### src/verilog/pfs_pkg.sv
// Operation
// open-load checked only while gate drive off
// 60ms settle after turn-off before open-load check
// settled low drain sense raises fault flag
// four-bit fault word, one bit per channel
// overvoltage forces all gate drives off
// drives resume automatically after overvoltage clears
// overvoltage on flag only, not fault word
// battery fault masks load-fault reporting
// battery fault gone before select not captured
// select falling clears flag unless faults remain
// undervoltage holds drives off, resumes after
// undervoltage on flag only, not fault word
// reference select picks internal or external compare
// fault word captured on select falling only
// msb out after select falls, rest on sclk fall
// shorted load puts drive into low duty pulsing
// flag active while any fault uncleared
`default_nettype none
package pfs_pkg;
  localparam int          NUM_CH         = 4;
  localparam int          CLK_MHZ        = 250;
  localparam longint      SETTLE_TIME_MS = 60;
  localparam longint      SETTLE_CYC     = SETTLE_TIME_MS * 1000 * CLK_MHZ;
  localparam longint      PULSE_PERIOD_US = 1000;
  localparam longint      PULSE_WIDTH_US  = 20;
  localparam longint      PULSE_PERIOD_CYC = PULSE_PERIOD_US * CLK_MHZ;
  localparam longint      PULSE_WIDTH_CYC  = PULSE_WIDTH_US * CLK_MHZ;
  localparam logic [3:0]  FAULT_WORD_RST = 4'h0;
  localparam int          FAULT_MSB      = 3;
endpackage : pfs_pkg
`default_nettype wire

### src/verilog/pfs_top.sv
`timescale 1ns/100ps
`default_nettype none
module pfs_top #(
  parameter int SETTLE_CYC = int'(pfs_pkg::SETTLE_CYC),
  parameter int PERIOD_CYC = int'(pfs_pkg::PULSE_PERIOD_CYC),
  parameter int WIDTH_CYC  = int'(pfs_pkg::PULSE_WIDTH_CYC)
) (
  input  wire logic        clk_i,
  input  wire logic        rst_b_i,
  input  wire logic [3:0]  cmd_on_i,
  input  wire logic [3:0]  drain_sense_in_i,
  input  wire logic [3:0]  short_sense_i,
  input  wire logic [3:0]  ext_ref_cmp_i,
  input  wire logic        ref_source_select_i,
  input  wire logic        over_batt_i,
  input  wire logic        under_batt_i,
  input  wire logic        cs_b_i,
  input  wire logic        sclk_i,
  output logic [3:0]       gate_drive_out_o,
  output logic             fault_flag_out_o,
  output logic             sdo_o,
  output logic             sdo_oe_o,
  output logic [3:0]       fault_word_o
);
  import pfs_pkg::*;
  // the pulse timer needs an off phase in every period
  if (PERIOD_CYC <= WIDTH_CYC || WIDTH_CYC < 1)
  begin : g_bad_pulse
    $error("pulse period must exceed width");
  end
  //////////////////////////////////////////////////////////////////////////
  typedef struct packed {
    logic [1:0]  cs_s;
    logic [1:0]  sck_s;
    logic [1:0]  ov_s;
    logic [1:0]  uv_s;
    logic        cs_d;
    logic        sck_d;
    logic [31:0] pcnt;
    logic [3:0]  shreg;
    logic [3:0]  fword;
    logic        flag;
    logic        sdo;
    logic        oe;
  } pfs_top_t;
  pfs_top_t    st_reg;
  pfs_top_t    st_next;
  logic [3:0]  lf;
  logic [3:0]  open_cmp;
  logic        batt;
  logic        pulse_on;
  logic        cs_fall;
  logic        sck_fall;
  logic        any_flt;
  //////////////////////////////////////////////////////////////////////////
  // pin inputs arrive asynchronously; two stages each
  logic [3:0] dr_s1;
  logic [3:0] dr_s2;
  logic [3:0] sh_s1;
  logic [3:0] sh_s2;
  logic [3:0] ex_s1;
  logic [3:0] ex_s2;
  logic       rs_s1;
  logic       rs_s2;
  always_ff @(posedge clk_i or negedge rst_b_i)
    if (!rst_b_i)
    begin
      dr_s1 <= 4'hF;
      dr_s2 <= 4'hF;
      sh_s1 <= 4'h0;
      sh_s2 <= 4'h0;
      ex_s1 <= 4'hF;
      ex_s2 <= 4'hF;
      rs_s1 <= 1'b0;
      rs_s2 <= 1'b0;
    end
    else
    begin
      dr_s1 <= drain_sense_in_i;
      dr_s2 <= dr_s1;
      sh_s1 <= short_sense_i;
      sh_s2 <= sh_s1;
      ex_s1 <= ext_ref_cmp_i;
      ex_s2 <= ex_s1;
      rs_s1 <= ref_source_select_i;
      rs_s2 <= rs_s1;
    end
  // high input = drain above reference; low = open load
  assign open_cmp = rs_s2 ? ~ex_s2 : ~dr_s2;
  assign batt     = st_reg.ov_s[1] | st_reg.uv_s[1];
  assign pulse_on = st_reg.pcnt < 32'(WIDTH_CYC);
  assign cs_fall  = st_reg.cs_d & ~st_reg.cs_s[1];
  assign sck_fall = st_reg.sck_d & ~st_reg.sck_s[1];
  assign any_flt  = batt | (|lf);
  //////////////////////////////////////////////////////////////////////////
  genvar g;
  generate
    for (g = 0; g < NUM_CH; g++)
    begin : g_ch
      pfs_chan #(.SETTLE_CYC(SETTLE_CYC)) u_ch (
        .clk_i        (clk_i),
        .rst_b_i      (rst_b_i),
        .cmd_on_i     (cmd_on_i[g]),
        .batt_fault_i (batt),
        .open_cmp_i   (open_cmp[g]),
        .short_cmp_i  (sh_s2[g]),
        .pulse_on_i   (pulse_on),
        .gate_drive_o (gate_drive_out_o[g]),
        .load_fault_o (lf[g])
      );
    end
  endgenerate
  //////////////////////////////////////////////////////////////////////////
  always_comb
  begin
    st_next       = st_reg;
    st_next.cs_s  = {st_reg.cs_s[0], cs_b_i};
    st_next.sck_s = {st_reg.sck_s[0], sclk_i};
    st_next.ov_s  = {st_reg.ov_s[0], over_batt_i};
    st_next.uv_s  = {st_reg.uv_s[0], under_batt_i};
    st_next.cs_d  = st_reg.cs_s[1];
    st_next.sck_d = st_reg.sck_s[1];
    // one shared pulse timer: all shorted channels pulse in step
    st_next.pcnt  = (st_reg.pcnt >= 32'(PERIOD_CYC - 1)) ? 32'h0
                    : st_reg.pcnt + 32'h1;
    // sticky flag: a new fault wins over the select clear
    if (any_flt)
      st_next.flag = 1'b1;
    else if (cs_fall)
      st_next.flag = 1'b0;
    if (cs_fall)
    begin
      // battery faults never enter the word; only live load faults
      st_next.shreg = lf;
      st_next.fword = lf;
      st_next.sdo   = lf[FAULT_MSB];
      st_next.oe    = 1'b1;
    end
    else if (!st_reg.cs_s[1] && sck_fall)
    begin
      st_next.shreg = {st_reg.shreg[2:0], 1'b0};
      st_next.sdo   = st_reg.shreg[2];
    end
    else if (st_reg.cs_s[1])
    begin
      st_next.oe    = 1'b0;
      st_next.sdo   = 1'b0;
    end
  end
  always_ff @(posedge clk_i or negedge rst_b_i)
    if (!rst_b_i)
    begin
      st_reg       <= '0;
      st_reg.cs_s  <= 2'h3;
      st_reg.cs_d  <= 1'b1;
      // detectors start at the idle-high level: no false edge
      st_reg.sck_s <= 2'h3;
      st_reg.sck_d <= 1'b1;
      st_reg.fword <= FAULT_WORD_RST;
    end
    else
      st_reg <= st_next;
  assign fault_flag_out_o = st_reg.flag;
  assign sdo_o            = st_reg.sdo;
  assign sdo_oe_o         = st_reg.oe;
  assign fault_word_o     = st_reg.fword;
  //////////////////////////////////////////////////////////////////////////
  // fault flag and battery lockout
  a_flag_follows: assert property (
    @(posedge clk_i) disable iff (!rst_b_i)
    any_flt |=> fault_flag_out_o)
    else $error("fault present but flag low");
  a_flag_hold: assert property (
    @(posedge clk_i) disable iff (!rst_b_i)
    fault_flag_out_o && !cs_fall |=> fault_flag_out_o)
    else $error("flag dropped without select");
  a_flag_clear: assert property (
    @(posedge clk_i) disable iff (!rst_b_i)
    cs_fall && !any_flt |=> !fault_flag_out_o)
    else $error("flag not cleared by select");
  a_batt_flag: assert property (
    @(posedge clk_i) disable iff (!rst_b_i)
    batt |=> fault_flag_out_o)
    else $error("battery fault not flagged");
  a_batt_drive: assert property (
    @(posedge clk_i) disable iff (!rst_b_i)
    batt |=> gate_drive_out_o == 4'h0)
    else $error("drives on during battery fault");
  a_batt_mask: assert property (
    @(posedge clk_i) disable iff (!rst_b_i)
    batt |-> lf == 4'h0)
    else $error("load fault reported in battery fault");
  a_resume_drive: assert property (
    @(posedge clk_i) disable iff (!rst_b_i)
    !batt && cmd_on_i[0] && !lf[0] ##1 !batt && cmd_on_i[0] && !lf[0]
    |-> gate_drive_out_o[0])
    else $error("drive not resumed");
  //////////////////////////////////////////////////////////////////////////
  // serial readout
  a_word_capture: assert property (
    @(posedge clk_i) disable iff (!rst_b_i)
    cs_fall |=> fault_word_o == $past(lf))
    else $error("fault word not captured");
  a_word_stable: assert property (
    @(posedge clk_i) disable iff (!rst_b_i)
    !cs_fall |=> $stable(fault_word_o))
    else $error("fault word changed without select");
  a_word_no_batt: assert property (
    @(posedge clk_i) disable iff (!rst_b_i)
    cs_fall && batt |=> fault_word_o == 4'h0)
    else $error("battery fault entered fault word");
  a_msb_first: assert property (
    @(posedge clk_i) disable iff (!rst_b_i)
    cs_fall |=> sdo_o == $past(lf[3]) && sdo_oe_o)
    else $error("msb not presented");
  a_shift_bit: assert property (
    @(posedge clk_i) disable iff (!rst_b_i)
    !cs_fall && !st_reg.cs_s[1] && sck_fall
    |=> sdo_o == $past(st_reg.shreg[2]))
    else $error("serial bit not shifted");
  a_oe_release: assert property (
    @(posedge clk_i) disable iff (!rst_b_i)
    st_reg.cs_s[1] |=> !sdo_oe_o && !sdo_o)
    else $error("serial output not released");
  a_sdo_quiet: assert property (
    @(posedge clk_i) disable iff (!rst_b_i)
    !sdo_oe_o |-> !sdo_o)
    else $error("serial data while released");
  c_cs_fall:  cover property (@(posedge clk_i) cs_fall);
  c_batt:     cover property (@(posedge clk_i) batt && fault_flag_out_o);
  c_loadflt:  cover property (@(posedge clk_i) |lf);
  c_shift:    cover property (@(posedge clk_i) sck_fall && !st_reg.cs_s[1]);
  c_ext_ref:  cover property (@(posedge clk_i) rs_s2 && (|lf));
endmodule : pfs_top
`default_nettype wire

### src/verilog/pfs_chan.sv
`timescale 1ns/100ps
`default_nettype none
module pfs_chan #(
  parameter int SETTLE_CYC = 15000000
) (
  input  wire logic clk_i,
  input  wire logic rst_b_i,
  input  wire logic cmd_on_i,
  input  wire logic batt_fault_i,
  input  wire logic open_cmp_i,
  input  wire logic short_cmp_i,
  input  wire logic pulse_on_i,
  output logic      gate_drive_o,
  output logic      load_fault_o
);
  import pfs_pkg::*;
  if (SETTLE_CYC < 1)
  begin : g_bad_settle
    $error("settle count must be positive");
  end
  typedef struct packed {
    logic [31:0] cnt;
    logic        settled;
    logic        short_flt;
    logic        open_flt;
    logic        drv;
  } pfs_ch_t;
  pfs_ch_t st_reg;
  pfs_ch_t st_next;
  logic    eff_on;
  always_comb
  begin
    st_next = st_reg;
    eff_on  = cmd_on_i & ~batt_fault_i;
    if (!cmd_on_i)
      st_next.short_flt = 1'b0;
    else if (short_cmp_i & ~batt_fault_i & eff_on)
      st_next.short_flt = 1'b1;
    st_next.drv = eff_on & (~st_reg.short_flt | pulse_on_i);
    if (st_reg.drv | eff_on)
    begin
      st_next.cnt     = 32'h0;
      st_next.settled = 1'b0;
    end
    else if (!st_reg.settled)
    begin
      if (st_reg.cnt >= 32'(SETTLE_CYC - 1))
        st_next.settled = 1'b1;
      else
        st_next.cnt = st_reg.cnt + 32'h1;
    end
    // open load only judged with drive off and settled
    st_next.open_flt = st_reg.settled & ~st_reg.drv & ~eff_on
                       & open_cmp_i & ~batt_fault_i;
  end
  always_ff @(posedge clk_i or negedge rst_b_i)
    if (!rst_b_i)
      st_reg <= '0;
    else
      st_reg <= st_next;
  assign gate_drive_o = st_reg.drv;
  assign load_fault_o = (st_reg.open_flt | st_reg.short_flt)
                        & ~batt_fault_i;
  a_open_off_only: assert property (
    @(posedge clk_i) disable iff (!rst_b_i)
    st_reg.open_flt |-> !st_reg.drv)
    else $error("open fault while driving");
  a_batt_off: assert property (
    @(posedge clk_i) disable iff (!rst_b_i)
    batt_fault_i |=> !st_reg.drv)
    else $error("drive on during battery fault");
endmodule : pfs_chan
`default_nettype wire

### config.mk
export PLATFORM = sky130hd
export DESIGN_NAME = pfs_top
export DESIGN_NICKNAME = d
export VERILOG_FILES = /design/src/verilog/pfs_pkg.sv /design/src/verilog/pfs_top.sv /design/src/verilog/pfs_chan.sv
export SDC_FILE = /design/constraint.sdc
export NUM_CORES = 1
export LEC_CHECK = 0
export BUFFER_PORTS_ARGS = -buffer_cell sky130_fd_sc_hd__buf_2
export CORE_UTILIZATION = 62
export DETAILED_ROUTE_END_ITERATION = 8
export PLACE_DENSITY = 0.8
export SYNTH_ARGS = -nofsm -noshare
export SYNTH_HDL_FRONTEND = slang
export SYNTH_SLANG_ARGS = --single-unit
### constraint.sdc
create_clock -name clk_i -period 2.8 [get_ports clk_i]
set_clock_uncertainty 0.05 [all_clocks]
set_input_delay 0.28 -clock clk_i [delete_from_list [all_inputs] [get_ports clk_i]]
set_output_delay 0.28 -clock clk_i [all_outputs]
set_load 0.01 [all_outputs]
==> metrics.csv <==
metric,value,unit
critPathMaxStageDelay,0.65,ns
ys_seq_elements,222,
hold_start,cmd_on_i[1],
multi_input_area,0.003892,sq mm
synth_warnings,0,
period_needed,2.414,ns
p_int,5752,uW
hold_viol,0,
cts_setup_buffers,0,
cp_data_required_time,3.18,ns
rows,45,
outcome,"complete, no violations",
grt_remaining_overflow,0,
ir_worst_vdd,0.6754,mV
routedWlPerCell,15.34,um
p_sw_share,22.05,%
gr-usage-met1,34.27,%
gr-usage-met3,3.458,%
ff_latch_area,0.005583,sq mm
antenna_found_initial,0,
n_fill_cell,1035,
rsz0062_at_grt,no,
clk_path_buf_depth,3,
gp_congestion,0.8420,
largest_reg_flops,140,
async_flop_share,100.0,%
drt_iter0_markers,474,
ant_nets,0,
power.total,7379,uW
fmax,414.3,MHz
start_util,63.60,%
clkSlewWorstSetupHoldPaths,0.06,ns
drive_above_1_share,12.07,%
tightest_slew,1.216,ns
worstPathCellList,"nor4_2, nand3_1, nor3b_2, nand2_1, or3_1, a21oi_1",
timing.rr.end,g_ch[3].u_ch.st_reg[4]$_DFFE_PN0P_,
p_clk_share,46.4,%
netlist_area,0.009668,sq mm
clockRootBuffer,clkbuf_16,
cp-endpoint,g_ch[3].u_ch.st_reg[4]$_DFFE_PN0P_,
gr-usage-all-layers,24.49,%
num_io_pins,34,
worstSkewPairLatency,0.52,ns
cp-end-kind,register,
num-nets-final,1022,
setup_viol,0,
path_depth,6,
drv_slew,0,
yosysSeqAreaShare,57.75,%
grt_pass1_vias,6817,
cp.arrival,2.79,ns
cp_max_fo,13,
startpoint_type,register,
power_density,663.7,mW/mm^2
p_seq_share,47.4,%
reg2regPathDepth,6,
synth_edf_count,0,
dieArea,0.01610,sq mm
syn_area_per_cell,10.42,sq um
dp_hpwl,11950,um
dr.pass1.iters,5,
regToRegSetupSlack,0.39,ns
grt_util_met2,40.69,%
path_class,register to register,
switchingPower,1627,uW
clock_sinks,222,
wirelength,18390,um
synth_cell_types,59,
syn2layout_area_growth,15.00,%
timing.slew.headroom,18.38,%
timing.rr.start,g_ch[3].u_ch.st_reg[34]$_DFFE_PN0P_,
p_leak,0.004883,uW
grt_busiest_layer,met2,
htreeDepth,1,
diodes,0,
cts-hold-fix-buffers,21,
ys.flop_type,dfrtp_1,
dpl_cell_area,0.01004,sq mm
drc,0,
vias,6905,
viasPerCell,5.759,
cts_resized,0,
startpoint,g_ch[3].u_ch.st_reg[34]$_DFFE_PN0P_,
grt_max_degree,90,
path_buf_inv,0,
die_w,126.9,um
syn_inst,928,
numCtsBuffers,23,
p_comb_share,6.2,%
fin_crit_sh,86.21,%
tns,0,ns
critPathSlowestCell,nor3b_2,
cap_violations,0,
cts_tree,built,
die_y,126.9,um
final_area,0.01112,sq mm
grt_pass1_wl,32040,um
hp-class,primary input to register,
core,0.01520,sq mm
io_buffers,33,
path_delay_family,simple AND/OR/NAND/NOR gates,
synthesized netlist by cell type, types with 2 or more instances:
cell type | count | share of area [%]
dfrtp_1 | 200 | 52
nor2_1 | 113 | 4.4
nand2_1 | 69 | 2.7
nand3_1 | 63 | 3.3
a21oi_1 | 50 | 2.6
xor2_1 | 45 | 4.1
and2_1 | 40 | 2.6
nand4_1 | 38 | 2.5
or3_1 | 25 | 1.6
o21ai_0 | 24 | 1.2
dfstp_2 | 22 | 6.0
clkbuf_1 | 20 | 0.78
nor4_1 | 20 | 1.3
or4_1 | 20 | 1.6
and3_1 | 18 | 1.2
nor3_1 | 17 | 0.88
inv_1 | 15 | 0.58
xnor2_1 | 15 | 1.4
buf_4 | 10 | 0.78
mux2i_1 | 9 | 0.93
o211ai_1 | 9 | 0.70
o21a_1 | 8 | 0.62
o31ai_1 | 8 | 0.62
nand2b_1 | 7 | 0.45
nor2b_1 | 7 | 0.45
ha_1 | 5 | 0.65
buf_2 | 4 | 0.21
nand3_2 | 4 | 0.41
nand3b_1 | 3 | 0.23
o21ai_1 | 3 | 0.16
o31a_1 | 3 | 0.27
a31oi_1 | 2 | 0.13
and4_1 | 2 | 0.18
nand4b_1 | 2 | 0.18
nor3b_2 | 2 | 0.26
nor4_2 | 2 | 0.26
o22ai_1 | 2 | 0.13
placed cells by master (no fill, tap or decap), types with 15 or more instances in the layout:
master	count
nand4_1	38
clkbuf_16	23
and3_1	18
nor4_1	20
xor2_1	45
or3_1	25
dlygate4sd3_1	21
dfrtp_1	200
nor2_1	113
buf_2	32
or4_1	20
xnor2_1	15
o21ai_0	24
nand3_1	63
a21oi_1	50
inv_1	15
dfstp_2	22
nor3_1	17
and2_1	40
nand2_1	69
worst min path at each step:
stage / end / slack, ns / cells after the start
floorplan: fault_flag_out_o$_DFFE_PN0P_ / -0.07 / 0
CTS: g_ch[1].u_ch.st_reg[2]$_DFFE_PN0P_ / 0.01 / 2
global placement: g_ch[1].u_ch.st_reg[14]$_DFFE_PN0P_ / 0.17 / 1
global route: g_ch[1].u_ch.st_reg[2]$_DFFE_PN0P_ / 0.01 / 2
finish: g_ch[1].u_ch.st_reg[2]$_DFFE_PN0P_ / 0.02 / 2
detailed placement: g_ch[1].u_ch.st_reg[12]$_DFFE_PN0P_ / 0.18 / 1
through the flow:
stage / hold slack (ns) / util [%] / setup slack (ns) / cells
2_1_floorplan: -0.06559 / - / 0.6815 / 941
3_3_place_gp: 0.1747 / 66.06 / 0.5111 / 1136
3_5_place_dp: 0.1763 / 66.06 / 0.4192 / 1136
4_1_cts: 0.01429 / 73.14 / 0.3953 / 1199
5_1_grt: 0.01380 / 73.14 / 0.09162 / 1199
6_report: 0.01789 / 73.14 / 0.3861 / 1199
area by class of cell:
type	count	area share (%)
flip-flops and latches	222	50.21
multi-input cells	668	35.01
clock buffers	32	5.931
repair buffers	64	4.366
well taps	188	2.116
clock inverters	10	1.857
inverters	15	0.5064
cell families (layout without fill, tap and decap cells):
logic type      count (synthesis)  count (layout)  synth area share, %
compound gates                117             117                7.260
other cells                     1              14              0.03879
mux                             9               9               0.9318
fa+ha+maj                       5               5               0.6471
xor+xnor                       60              60                5.436
simple gates                  463             463                25.44
flops                         222             222                57.75
buf+inv                        51             121                2.498
worst reg2reg max path, cell delays in order, from the launching register on:
cell and delay (ns):
dfrtp_1 0.39, nor4_2 0.29, nand3_1 0.25, nor3b_2 0.65
nand2_1 0.21, or3_1 0.35, a21oi_1 0.13
power groups by stage:
stage	logic (uW)	clock network, uW	registers (uW)
3_3_place_gp	423	0	3540
2_1_floorplan	284	0	3510
3_5_place_dp	431	0	3550
4_1_cts	462	3480	3500
5_1_grt	526	3600	3520
6_report	455	3430	3500
per-layer routing:
layer	vias to the layer above	wire (um)
met4	0	322
met1	3367	8410
met3	25	690
met2	137	8969
li1	3376	-
met5	-	0
Power figures use the tool's default switching activity.
